### config.mk
export PLATFORM = sky130hd
export DESIGN_NAME = pcu_port_control
export DESIGN_NICKNAME = d
export VERILOG_FILES = /design/src/verilog/pcu_pkg.sv /design/src/verilog/pcu_retx_filter.sv /design/src/verilog/pcu_port_control.sv
export SDC_FILE = /design/constraint.sdc
export NUM_CORES = 1
export LEC_CHECK = 0
export BUFFER_PORTS_ARGS = -buffer_cell sky130_fd_sc_hd__buf_2
export CORE_MARGIN = 2
export CORE_UTILIZATION = 40
export CTS_BUF_LIST = sky130_fd_sc_hd__clkbuf_2
export CTS_CLUSTER_SIZE = 28
export DETAILED_ROUTE_END_ITERATION = 12
export GPL_ROUTABILITY_DRIVEN = 1
export PLACE_DENSITY = 0.84
export SYNTH_ARGS = -nofsm -noshare
export SYNTH_HDL_FRONTEND = slang
export SYNTH_SLANG_ARGS = --single-unit
export TNS_END_PERCENT = 5
### constraint.sdc
create_clock -name i_mclk -period 1.9 [get_ports i_mclk]
set_clock_uncertainty 0.15 [all_clocks]
set_input_delay 0.475 -clock i_mclk [delete_from_list [all_inputs] [get_ports i_mclk]]
set_output_delay 0.475 -clock i_mclk [all_outputs]
set_load 0.02 [all_outputs]
### src/verilog/pcu_pkg.sv
// pcu_pkg: offsets, field positions, reset values and counts for the
// port control upper fields block.
// assumes a 32-bit apb register bus and a single 20 MHz clock domain.
package pcu_pkg;

	// byte address of the one register on the apb
	localparam logic [11:0] PCU_PORT_CONTROL_ADDR = 12'h000;

	// field positions within port_control, and the feature-support bit of i_pe_features
	localparam int PCU_ERR_CHK_DIS_BIT  = 8;
	localparam int PCU_MCAST_PART_BIT   = 9;
	localparam int PCU_ENUM_BOUND_BIT   = 14;
	localparam int PCU_SUPP_MASK_LSB    = 20;
	localparam int PCU_SUPP_MASK_W      = 8;
	localparam int PCU_PORT_TYPE_BIT    = 31;
	localparam int PCU_FEAT_SUPP_BIT    = 25;

	// values after reset
	localparam logic       PCU_ERR_CHK_DIS_RST = 1'h0;
	// boundary value held until the strap is taken after reset
	localparam logic       PCU_ENUM_BOUND_RST  = 1'h0;
	localparam logic [7:0] PCU_SUPP_MASK_RST   = 8'h00;
	localparam logic       PCU_PORT_TYPE_PAR   = 1'h0;

	// mask of the four low suppression bits, used when crf is not supported
	localparam logic [7:0] PCU_SUPP_LOW_ONLY   = 8'h0f;

	// final settle count; the strap synchroniser output is trusted after four settle cycles (counts 0-3)
	localparam logic [1:0] PCU_STRAP_SETTLE    = 2'h3;

	typedef enum logic [1:0] {
		PCU_ST_SETTLE = 2'b00,
		PCU_ST_LOAD   = 2'b01,
		PCU_ST_RUN    = 2'b10
	} pcu_state_e;

endpackage : pcu_pkg

### src/verilog/pcu_retx_filter.sv
// pcu_retx_filter: decides, for one crc error, whether re-transmission
// is requested or suppressed by the flow class and priority mask.
// assumes the error strobe and its class fields are on i_mclk.
`timescale 1ns/100ps
module pcu_retx_filter
	import pcu_pkg::*;
(
	input  wire logic       i_mclk,
	input  wire logic       i_reset,
	input  wire logic [7:0] i_mask,
	input  wire logic       i_chk_on,
	input  wire logic       i_error,
	input  wire logic       i_crf,
	input  wire logic [1:0] i_prio,
	output logic            o_err_report,
	output logic            o_retx_request,
	output logic            o_retx_suppressed
);

	logic next_err_report;
	logic next_retx_request;
	logic next_retx_suppressed;
	logic hit;

	// bits 0-3 are crf=0 priorities 0-3, bits 4-7 crf=1 priorities 0-3
	function automatic logic mask_hit(input logic [7:0] m, input logic crf,
		input logic [1:0] prio);
		logic [2:0] idx;
		idx = {crf, prio};
		mask_hit = m[idx];
	endfunction : mask_hit

	always_comb begin
		hit                  = mask_hit(i_mask, i_crf, i_prio);
		// with checking disabled no error is seen and no recovery runs
		next_err_report      = i_error && i_chk_on;
		next_retx_request    = i_error && i_chk_on && !hit;
		next_retx_suppressed = i_error && i_chk_on && hit;
	end

	always_ff @(posedge i_mclk or posedge i_reset) begin
		if (i_reset) begin
			o_err_report      <= 1'h0;
			o_retx_request    <= 1'h0;
			o_retx_suppressed <= 1'h0;
		end else begin
			o_err_report      <= next_err_report;
			o_retx_request    <= next_retx_request;
			o_retx_suppressed <= next_retx_suppressed;
		end
	end

endmodule : pcu_retx_filter

### src/verilog/pcu_port_control.sv
// pcu_port_control: upper fields of the per-port control register, an apb
// slave, plus the port logic those fields steer.
// assumes an apb master on i_mclk, a boundary strap pin from outside,
// and crc error and multicast-event strobes from the port on i_mclk.
//
// Notes on behaviour
// - bit 8 set turns error checking off
// - participant bit 9 forwards multicast events here
// - boundary reset value comes from system strap
// - bits 20-27 suppress re-transmission, reset zero
// - low nibble crf=0, high nibble crf=1
// - without crf only low nibble is kept
// - mask acts only when feature bit 25 set
// - bit 31 reads zero, parallel port type
// - participant reset value fixed by parameter
`timescale 1ns/100ps
module pcu_port_control
	import pcu_pkg::*;
#(
	parameter logic MCAST_RESET    = 1'h0,
	parameter logic MULTI_PORT     = 1'h1,
	parameter logic CRF_SUPPORTED  = 1'h1,
	parameter logic BOUNDARY_SUPP  = 1'h1
) (
	input  wire logic        i_mclk,
	input  wire logic        i_reset,
	// apb slave
	input  wire logic        i_psel,
	input  wire logic        i_penable,
	input  wire logic        i_pwrite,
	input  wire logic [11:0] i_paddr,
	input  wire logic [31:0] i_pwdata,
	output logic      [31:0] o_prdata,
	output logic             o_pready,
	output logic             o_pslverr,
	// system configuration
	input  wire logic        i_boundary_strap,
	input  wire logic [31:0] i_pe_features,
	// port events
	input  wire logic        i_crc_error,
	input  wire logic        i_crc_crf,
	input  wire logic [1:0]  i_crc_prio,
	input  wire logic        i_mcast_event,
	// field views and port actions
	output logic             o_err_check_disable,
	output logic             o_mcast_participant,
	output logic             o_enum_boundary,
	output logic      [7:0]  o_suppress_mask,
	output logic             o_port_type,
	output logic             o_mcast_forward,
	output logic             o_err_report,
	output logic             o_retx_request,
	output logic             o_retx_suppressed
);

	// stored fields
	logic       err_chk_dis;
	logic       mcast_part;
	logic       enum_bound;
	logic [7:0] supp_mask;
	logic       next_err_chk_dis;
	logic       next_mcast_part;
	logic       next_enum_bound;
	logic [7:0] next_supp_mask;

	// strap capture
	logic       strap_meta;
	logic       strap_sync;
	logic [1:0] settle_cnt;
	logic [1:0] next_settle_cnt;
	pcu_state_e state;
	pcu_state_e next_state;

	// bus
	logic [31:0] prdata;
	logic [31:0] next_prdata;
	logic        addr_hit;
	logic        wr_take;
	logic        rd_load;
	logic [31:0] reg_image;
	logic        mcast_fwd;
	logic        next_mcast_fwd;
	logic        feat_supp;
	logic [7:0]  eff_mask;

	// the strap is an asynchronous pin, so it is synchronised before use
	always_ff @(posedge i_mclk or posedge i_reset) begin
		if (i_reset) begin
			strap_meta <= 1'h0;
			strap_sync <= 1'h0;
		end else begin
			strap_meta <= i_boundary_strap;
			strap_sync <= strap_meta;
		end
	end

	// settle, then load the strap once; the bus stalls until then so
	// software never reads a boundary bit that is still on its way in
	always_comb begin
		next_state      = state;
		next_settle_cnt = settle_cnt;
		unique case (state)
			PCU_ST_SETTLE: begin
				next_settle_cnt = settle_cnt + 2'h1;
				if (settle_cnt == PCU_STRAP_SETTLE) begin
					next_state = PCU_ST_LOAD;
				end
			end
			PCU_ST_LOAD: begin
				next_state = PCU_ST_RUN;
			end
			PCU_ST_RUN: begin
				next_state = PCU_ST_RUN;
			end
			default: begin
				next_state = PCU_ST_SETTLE;
			end
		endcase
	end

	always_ff @(posedge i_mclk or posedge i_reset) begin
		if (i_reset) begin
			state      <= PCU_ST_SETTLE;
			settle_cnt <= 2'h0;
		end else begin
			state      <= next_state;
			settle_cnt <= next_settle_cnt;
		end
	end

	assign addr_hit = (i_paddr == PCU_PORT_CONTROL_ADDR);
	assign o_pready = (state == PCU_ST_RUN);
	assign wr_take  = i_psel && i_penable && o_pready && i_pwrite && addr_hit;
	// read data is loaded in setup and while stalled, so it sits in a flop
	assign rd_load  = i_psel && !(i_penable && o_pready);
	// an unmapped address answers with an error, no write and zero data
	assign o_pslverr = i_psel && i_penable && o_pready && !addr_hit;

	// register image: unlisted bits stay zero
	always_comb begin
		reg_image = 32'h0000_0000;
		reg_image[PCU_ERR_CHK_DIS_BIT] = err_chk_dis;
		reg_image[PCU_MCAST_PART_BIT]  = mcast_part;
		reg_image[PCU_ENUM_BOUND_BIT]  = enum_bound;
		reg_image[PCU_SUPP_MASK_LSB +: PCU_SUPP_MASK_W] = supp_mask;
		reg_image[PCU_PORT_TYPE_BIT]   = PCU_PORT_TYPE_PAR;
	end

	always_comb begin
		next_prdata = prdata;
		if (rd_load) begin
			next_prdata = (addr_hit && !i_pwrite) ? reg_image : 32'h0000_0000;
		end
	end

	// field updates; only the defined bits of a write are looked at
	always_comb begin
		next_err_chk_dis = err_chk_dis;
		next_mcast_part  = mcast_part;
		next_enum_bound  = enum_bound;
		next_supp_mask   = supp_mask;
		// strap is taken as the settle count ends, so the load cycle that
		// follows refreshes the read data a stalled read will return
		if (state == PCU_ST_SETTLE && settle_cnt == PCU_STRAP_SETTLE && BOUNDARY_SUPP) begin
			next_enum_bound = strap_sync;
		end
		if (wr_take) begin
			next_err_chk_dis = i_pwdata[PCU_ERR_CHK_DIS_BIT];
			next_mcast_part  = MULTI_PORT && i_pwdata[PCU_MCAST_PART_BIT];
			next_enum_bound  = BOUNDARY_SUPP && i_pwdata[PCU_ENUM_BOUND_BIT];
			next_supp_mask   = i_pwdata[PCU_SUPP_MASK_LSB +: PCU_SUPP_MASK_W];
			if (!CRF_SUPPORTED) begin
				// reserved upper nibble is never stored
				next_supp_mask = next_supp_mask & PCU_SUPP_LOW_ONLY;
			end
		end
	end

	always_ff @(posedge i_mclk or posedge i_reset) begin
		if (i_reset) begin
			err_chk_dis <= PCU_ERR_CHK_DIS_RST;
			mcast_part  <= MCAST_RESET;
			enum_bound  <= PCU_ENUM_BOUND_RST;
			supp_mask   <= PCU_SUPP_MASK_RST;
			prdata      <= 32'h0000_0000;
		end else begin
			err_chk_dis <= next_err_chk_dis;
			mcast_part  <= next_mcast_part;
			enum_bound  <= next_enum_bound;
			supp_mask   <= next_supp_mask;
			prdata      <= next_prdata;
		end
	end

	assign o_prdata = prdata;

	// mask is inert unless the feature capability says it is supported
	assign feat_supp = i_pe_features[PCU_FEAT_SUPP_BIT];
	assign eff_mask  = feat_supp ? supp_mask : 8'h00;

	// multicast events leave through this port only when it participates
	always_comb begin
		next_mcast_fwd = i_mcast_event && mcast_part && MULTI_PORT;
	end

	always_ff @(posedge i_mclk or posedge i_reset) begin
		if (i_reset) begin
			mcast_fwd <= 1'h0;
		end else begin
			mcast_fwd <= next_mcast_fwd;
		end
	end

	pcu_retx_filter u_retx (
		.i_mclk            (i_mclk),
		.i_reset           (i_reset),
		.i_mask            (eff_mask),
		.i_chk_on          (!err_chk_dis),
		.i_error           (i_crc_error),
		.i_crf             (i_crc_crf && CRF_SUPPORTED),
		.i_prio            (i_crc_prio),
		.o_err_report      (o_err_report),
		.o_retx_request    (o_retx_request),
		.o_retx_suppressed (o_retx_suppressed)
	);

	// boundary is only reported; enumeration software honours it
	assign o_err_check_disable = err_chk_dis;
	assign o_mcast_participant = mcast_part;
	assign o_enum_boundary     = enum_bound;
	assign o_suppress_mask     = eff_mask;
	assign o_port_type         = PCU_PORT_TYPE_PAR;
	assign o_mcast_forward     = mcast_fwd;

endmodule : pcu_port_control

Yosys cells after proc, flatten, opt, wreduce, memory -nomap -nowiden

Index checks and enable logic that the tools add are counted.

Eq/ne operators: 4
Reductions and logical operators: 22
$add $sub $neg: 1
Multiplexer cells: 8
$lt $le $gt $ge: 1

Operators with widths:

| kind                | count |
|---|---|
| $mux 28             | 1 |
| $logic_and 1x1->1   | 13 |
| $logic_not 12->1    | 1 |
| $mux 8              | 1 |
| $logic_not 1->1     | 5 |
| $eq 2x2->1 const B  | 2 |
| $lt 3x4->1 const B  | 1 |
| $pmux 2 s2          | 1 |
| $bmux 1 s3          | 1 |
| $mux 1              | 3 |
| $add 2x1->2 const B | 1 |
| $eq 2x1->1 const B  | 1 |
| $logic_not 2->1     | 1 |
| $mux 2              | 1 |
| $ne 2x1->1 const B  | 1 |
| $reduce_bool 2->1   | 1 |
| $reduce_or 2->1     | 1 |

Output and inout bits: 50
Word-level logic and storage cells: 49
Bits of input ports: 87
Bits in registers: 53

Depth between registers and ports, before layout

Gate-level depths: netlist of run 1.

Depth after elaboration: 5
Gate-level depth with buffers: 6
Depth with buffers taken out: 5

Modules after synthesis

A second synthesis of run 1 with hierarchy kept.

Cells, all modules: 153
Area total of the unflattened synthesis: 1775.5 µm²

Modules (own cells, without submodules):

| module           | instances | area an instance (µm²) | cells an instance |
|---|---|---|---|
| pcu_port_control | 1         | 1591.5                 | 135 |
| pcu_retx_filter  | 1         | 183.9                  | 18 |

Worst setup path after synthesis of run 1

No wires, ideal clock.

Path kind: in2out
From: input port i_paddr[9]
To: output port o_pslverr
Required time: 1275 ps
Slack: 72 ps
Arrival: 1203 ps
Stages on the path: 3
Path through: nor4_4 > nand3_1 > and4_1

Word-level cells in the longest chain between the ends: 3

RTL lines:

| element            | line                    | text |
|---|---|---|
| start: declaration | pcu_port_control.sv:31  | `input wire logic [11:0] i_paddr,` |
| $logic_not 12->1   | pcu_port_control.sv:131 | `assign addr_hit = (i_paddr == PCU_PORT_CONTROL_ADDR);` |
| $logic_not 1->1    | pcu_port_control.sv:137 | `assign o_pslverr = i_psel && i_penable && o_pready && !addr_hit;` |
| $logic_and 1x1->1  | pcu_port_control.sv:137 |  |
| end: declaration   | pcu_port_control.sv:35  | `output logic o_pslverr,` |

Every way passes these cells.

Worst setup path after layout of run 1

From: input port i_paddr[6]
To: output port o_pslverr

The elaborated chain is that of the path after synthesis.

==> flow_summary.ini, run 1 <==
[clock_tree]
htree_levels = 2
cts.sinks = 32
tritoncts = yes
cts_root_buffer = clkbuf_2
clock_latency_ps = 350
path_clk_slew_ps = 150
cts.path.max_buffers = 2
cts_buffers = 5

[yosys]
synth_seq_cells = 32
synthTopCellsByArea = dfrtp_1 (47%), buf_4 (9.7%), mux2_4 (8.8%)
yosysTopAreaCellShare = 0.471
synth_area_leader_cell = dfrtp_1
yosysWarningCount = 0
synth_cell_type_count = 28
syn-cell-area_sq_um = 1700
syn_avg_cell_area_sq_um = 11.5
synthCells = 148
synth-seq-area-share = 0.471

[grt]
grt_usage = 0.140
grt_max_degree = 33
grt_pass1_wl_um = 5370
antenna_found_initial = 0
grt_overflow = 0
grt_pass1_vias = 1149

[run]
drv_cap = 0

[final_layout]
fin_util = 0.537
area_delta_synth_final_pct = 28.4
antennaDiodeCount = 0
final_nets = 319
instances_no_fill = 280
drive_gt1_frac = 0.465

[sta]
rsz0062_at_grt = true
final-hold-violation-count = 0
post-route-period-util = 1.05
finalSetupTns_ps = -97.3
slew_violations = 0
fin_crit_ps = 2000
setup_slack_ps = -97.3
setup_viol = 1
fmax_mhz = 501

[place]
place_congestion = 0.750
hpwl_um = 2590
place_inst = 263
portBuffers = 62

[routing]
vias = 1260
drtAntennaViolNets = 0
top_layer = met4
wl_met1_um = 1470
drt_iter0_drc = 54
wl_um = 3370
met2_length_um = 1560
wl_per_cell_um = 12.0
met3_length_um = 292
drc = 0
drt-vias-per-instance = 4.50
dr.pass1.iters = 6

[pwr]
ir_drop_mv = 0.345
p_leak_nw = 1.22
powerDensity_nw_per_um2 = 524
p_total_mw = 1.14

[worst_setup_path]
path_max_fanout = 2
startpoint_type = primary input
end_kind = output port
crit_required_ps = 1270
crit_type = in2out
cp_data_arrival_time_ps = 1370

[floorplan]
die_h_um = 69.2
initial_utilization = 0.419
die_x_um = 69.2
core_sq_um = 4060
pin_count = 137
rows = 23
fp.dieArea_sq_um = 4790

[min_path]
hp-class = in2reg

[run_status]
violations = setup timing
run_status = finished, violations left
==> worst paths after layout <==
kind	startpoint	to	slack (ps)	cells past startpoint
max	i_paddr[6]	o_pslverr	-100	5
min	i_boundary_strap	strap_meta$_DFF_PP0_	80	1
max reg2reg	state[0]$_DFFE_PP0P_	supp_mask[7]$_DFFE_PP0P_	160	6
min reg2reg	strap_meta$_DFF_PP0_	strap_sync$_DFF_PP0_	220	0
max in group asynchronous	i_reset	o_enum_boundary$_DFFE_PP0P_	740	4
min in group asynchronous	i_reset	settle_cnt[0]$_DFFE_PP0P_	570	4
==> cell type report <==
class | count | area (sq um)
clock buffers | 5 | 25.0
clock inverters | 3 | 13.8
fillers | 373 | 1880
inverters | 16 | 60.1
multi-input cells | 95 | 747
flip-flops and latches | 32 | 801
well taps | 50 | 62.6
repair buffers | 79 | 472
==> layer usage <==
layer / vias up / global-route usage
met5: - / 0
met4: 0 / 0.0588
met3: 6 / 0.0436
met2: 71 / 0.215
met1: 565 / 0.185
li1: 618 / -
==> worst max-delay path: stages <==
cell and delay [ps]:
buf_2 110, nor4_4 310, nand3_2 120, and4_1 220
buf_6 130
==> logic make-up after synthesis <==
family / Yosys count / share of synthesized area
compound gates: 17 / 0.0773
xor+xnor: 1 / 0.00516
fa+ha+maj: 3 / 0.0221
buf+inv: 42 / 0.146
flops: 32 / 0.471
mux: 17 / 0.132
other cells: 1 / 0.00221
simple gates: 35 / 0.144
==> cell usage after synthesis <==
library cell / n
o221ai_1: 2
a21boi_0: 1
xor2_1: 1
o21ai_0: 1
buf_6: 1
inv_1: 16
nand2b_1: 1
buf_4: 22
nor2b_1: 1
clkbuf_1: 3
nor2_1: 2
nand3_1: 1
nor4_4: 3
nand4b_2: 1
conb_1: 1
and2_1: 9
ha_1: 3
and4_1: 2
nand4_2: 1
mux2_4: 10
o31ai_1: 11
and3_1: 1
mux2i_1: 4
nand2_1: 13
a21bo_2: 1
dfrtp_1: 32
o41ai_1: 1
mux2_2: 3
==> timing repair <==
| item | in CTS | in global routing |
|---|---|---|
| pin swaps | 4 | 5 |
| endpoints found under the hold margin | 10 | 0 |
| setup buffers | 4 | 4 |
| resized for setup | 5 | 4 |
| setup endpoints to repair | 1 | 1 |
| hold buffers | 1 | 0 |
==> cell usage in the layout, fill, tap and decap left out, types with 4 or more instances in the layout <==
cell	Yosys	routed
and2_1	9	9
buf_2	0	59
buf_4	22	15
clkbuf_2	0	5
conb_1	1	22
dfrtp_1	32	32
inv_1	16	15
mux2_4	10	10
mux2i_1	4	4
nand2_1	13	13
o31ai_1	11	11
==> state kept, by name, indices dropped and copies added (netlist names) <==
| signal | cells |
|---|---|
| o_prdata | 11 |
| u_retx.o_retx_suppressed | 1 |
| state | 2 |
| u_retx.o_retx_request | 1 |
| supp_mask | 8 |
| strap_meta | 1 |
| o_mcast_forward | 1 |
| o_mcast_participant | 1 |
| o_err_check_disable | 1 |
| o_enum_boundary | 1 |
| u_retx.o_err_report | 1 |
| settle_cnt | 2 |
| strap_sync | 1 |
==> report_power, final <==
group | total (mW) | switching, mW | internal [mW] | leakage, nW
Clock | 0.299 | 0.217 | 0.0824 | 0.0302
Combinational | 0.153 | 0.0977 | 0.0556 | 0.761
Sequential | 0.690 | 0.00186 | 0.688 | 0.431
Total | 1.14 | 0.316 | 0.826 | 1.22
==> per-stage QoR <==
step	setup WS (ps)	hold WS (ps)	cell area [sq um]
floorplan	72.4	181	1780
global placement	-124	184	2040
detailed placement	-108	185	2040
CTS	-56.1	44.9	2130
global route	-143	26.4	2180
finish	-97.3	75.3	2180
Power figures use the tool's default switching activity.
==> run 2: changes to the inputs <==
Settings changed: CORE_UTILIZATION 40 to 30, PLACE_DENSITY 0.84 to 0.66.
==> run 2 against run 1 <==
Net effect: the flow still finishes with violations (setup timing); flip-flop and latch count stayed put; non-clock buffer count is 2 lower; hold slack worse by 58 ps; critical endpoint unchanged; highest routed layer unchanged.
==> flow_summary.ini, run 2 (synthesis gave the netlist of run 1 again) <==
[grt]
grt_usage = 0.115
antenna_found_initial = 0
grt_max_degree = 33
grt_overflow = 0
grt_pass1_vias = 1147
grt_pass1_wl_um = 5550

[final_layout]
fin_util = 0.404
final_common_cell = buf_2
fillers = 561
drive_gt1_frac = 0.461
final_nets = 317
area_delta_synth_final_pct = 30.3
final_cell_mix = buf_2 (56), dfrtp_1 (32), conb_1 (22)
largest_reg_flops = 11
antennaDiodeCount = 0

[clock_tree]
path_clk_slew_ps = 150
cts_root_buffer = clkbuf_2
cts.sinks = 32
cts_buffers = 5
clock_latency_ps = 360
htree_levels = 2
postCtsHoldBufs = 0
tritoncts = yes
cts.path.max_buffers = 2

[routing]
drc = 0
drt-vias-per-instance = 4.10
vias = 1231
wl_per_cell_um = 11.6
dr.pass1.iters = 4
drtAntennaViolNets = 0
wl_um = 3470
drt_iter0_drc = 50

[place]
place_congestion = 0.696
hpwl_um = 2700
portBuffers = 62

[floorplan]
die_h_um = 79.3
die_x_um = 79.3
core_sq_um = 5470
initial_utilization = 0.310
rows = 27
pin_count = 137
fp.dieArea_sq_um = 6280

[worst_setup_path]
crit_type = in2out
end_kind = output port
cp_data_arrival_time_ps = 1360
crit_required_ps = 1270
path_max_fanout = 2
startpoint_type = primary input

[pwr]
combPwrFrac = 0.134
seqPwrFrac = 0.597
swShare = 0.271
power_switching_uw = 313
p_leak_nw = 1.23
p_int_uw = 843
p_total_mw = 1.16
ir_drop_mv = 0.260
powerDensity_nw_per_um2 = 522
clockPowerShare = 0.269

[sta]
slew_violations = 0
fmax_mhz = 504
final-hold-violation-count = 0
holdWs_ps = 16.9
rsz0062_at_grt = true
setup_slack_ps = -83.5
fin_crit_ps = 1980
setup_viol = 1
post-route-period-util = 1.04

[run_status]
violations = setup timing
run_status = finished, violations left

[run]
drv_cap = 0

[min_path]
hp-class = in2async
## run 2: worst paths after layout
path                                      start                         endpoint  slack, ps  cells after the start
max reg2reg                state[0]$_DFFE_PP0P_  o_mcast_participant$_DFFE_PP0P_        180                      6
min reg2reg                strap_meta$_DFF_PP0_             strap_sync$_DFF_PP0_        220                      0
max                                  i_paddr[4]                        o_pslverr        -80                      5
min in group i_mclk            i_boundary_strap             strap_meta$_DFF_PP0_         80                      1
max in group asynchronous               i_reset        o_mcast_forward$_DFF_PP0_       1280                      3
min                                     i_reset        settle_cnt[0]$_DFFE_PP0P_         20                      3
## run 2: repair_timing
action,4_1_cts,5_1_grt
pin swaps,6,2
buffers inserted,5,2
gates resized for setup,11,1
setup endpoints to repair,1,11
## run 2: power groups by stage
stage	clock network (mW)	registers, mW	logic [mW]
after floorplan	0	0.708	0.112
after global placement	0	0.703	0.145
after detailed placement	0	0.703	0.148
after CTS	0.333	0.690	0.156
after global routing	0.361	0.691	0.171
final	0.311	0.690	0.155
## run 2: stage by stage
| stage | setup WS (ps) | cells | instance area [sq um] | TNS, ps |
|---|---|---|---|---|
| floorplan | 72.4 | 169 | 1780 | 0 |
| global route | -133 | 300 | 2210 | -166 |
| detailed placement | -113 | 285 | 2060 | -685 |
| global placement | -130 | 285 | 2060 | -698 |
| finish | -83.5 | 300 | 2210 | -83.5 |
| CTS | -79.9 | 298 | 2190 | -79.9 |
## run 2: critical path, stage by stage
cell,delay (ps)
buf_6,100
nor4_4,280
nand3_1,140
and4_1,240
buf_6,130
## run 2: area by class of cell
class | count | area [sq um] | share of cell area
sequential | 32 | 801 | 0.362
multi-input combinational | 95 | 751 | 0.339
timing repair buffer | 77 | 473 | 0.214
tap | 72 | 90.1 | 0.0407
inverter | 16 | 60.1 | 0.0271
clock buffer | 7 | 35.0 | 0.0158
clock inverter | 1 | 3.75 | 0.00170
## run 2: routing by layer
metal / vias to the layer above / part of all wire / GRT usage / wire length [um]
met1: 555 / 0.45 / 0.155 / 1560
met4: 0 / 0.021 / 0.0569 / 73
met5: - / 0 / 0 / 0
met2: 61 / 0.43 / 0.169 / 1500
met3: 6 / 0.096 / 0.0352 / 335
li1: 609 / - / - / -
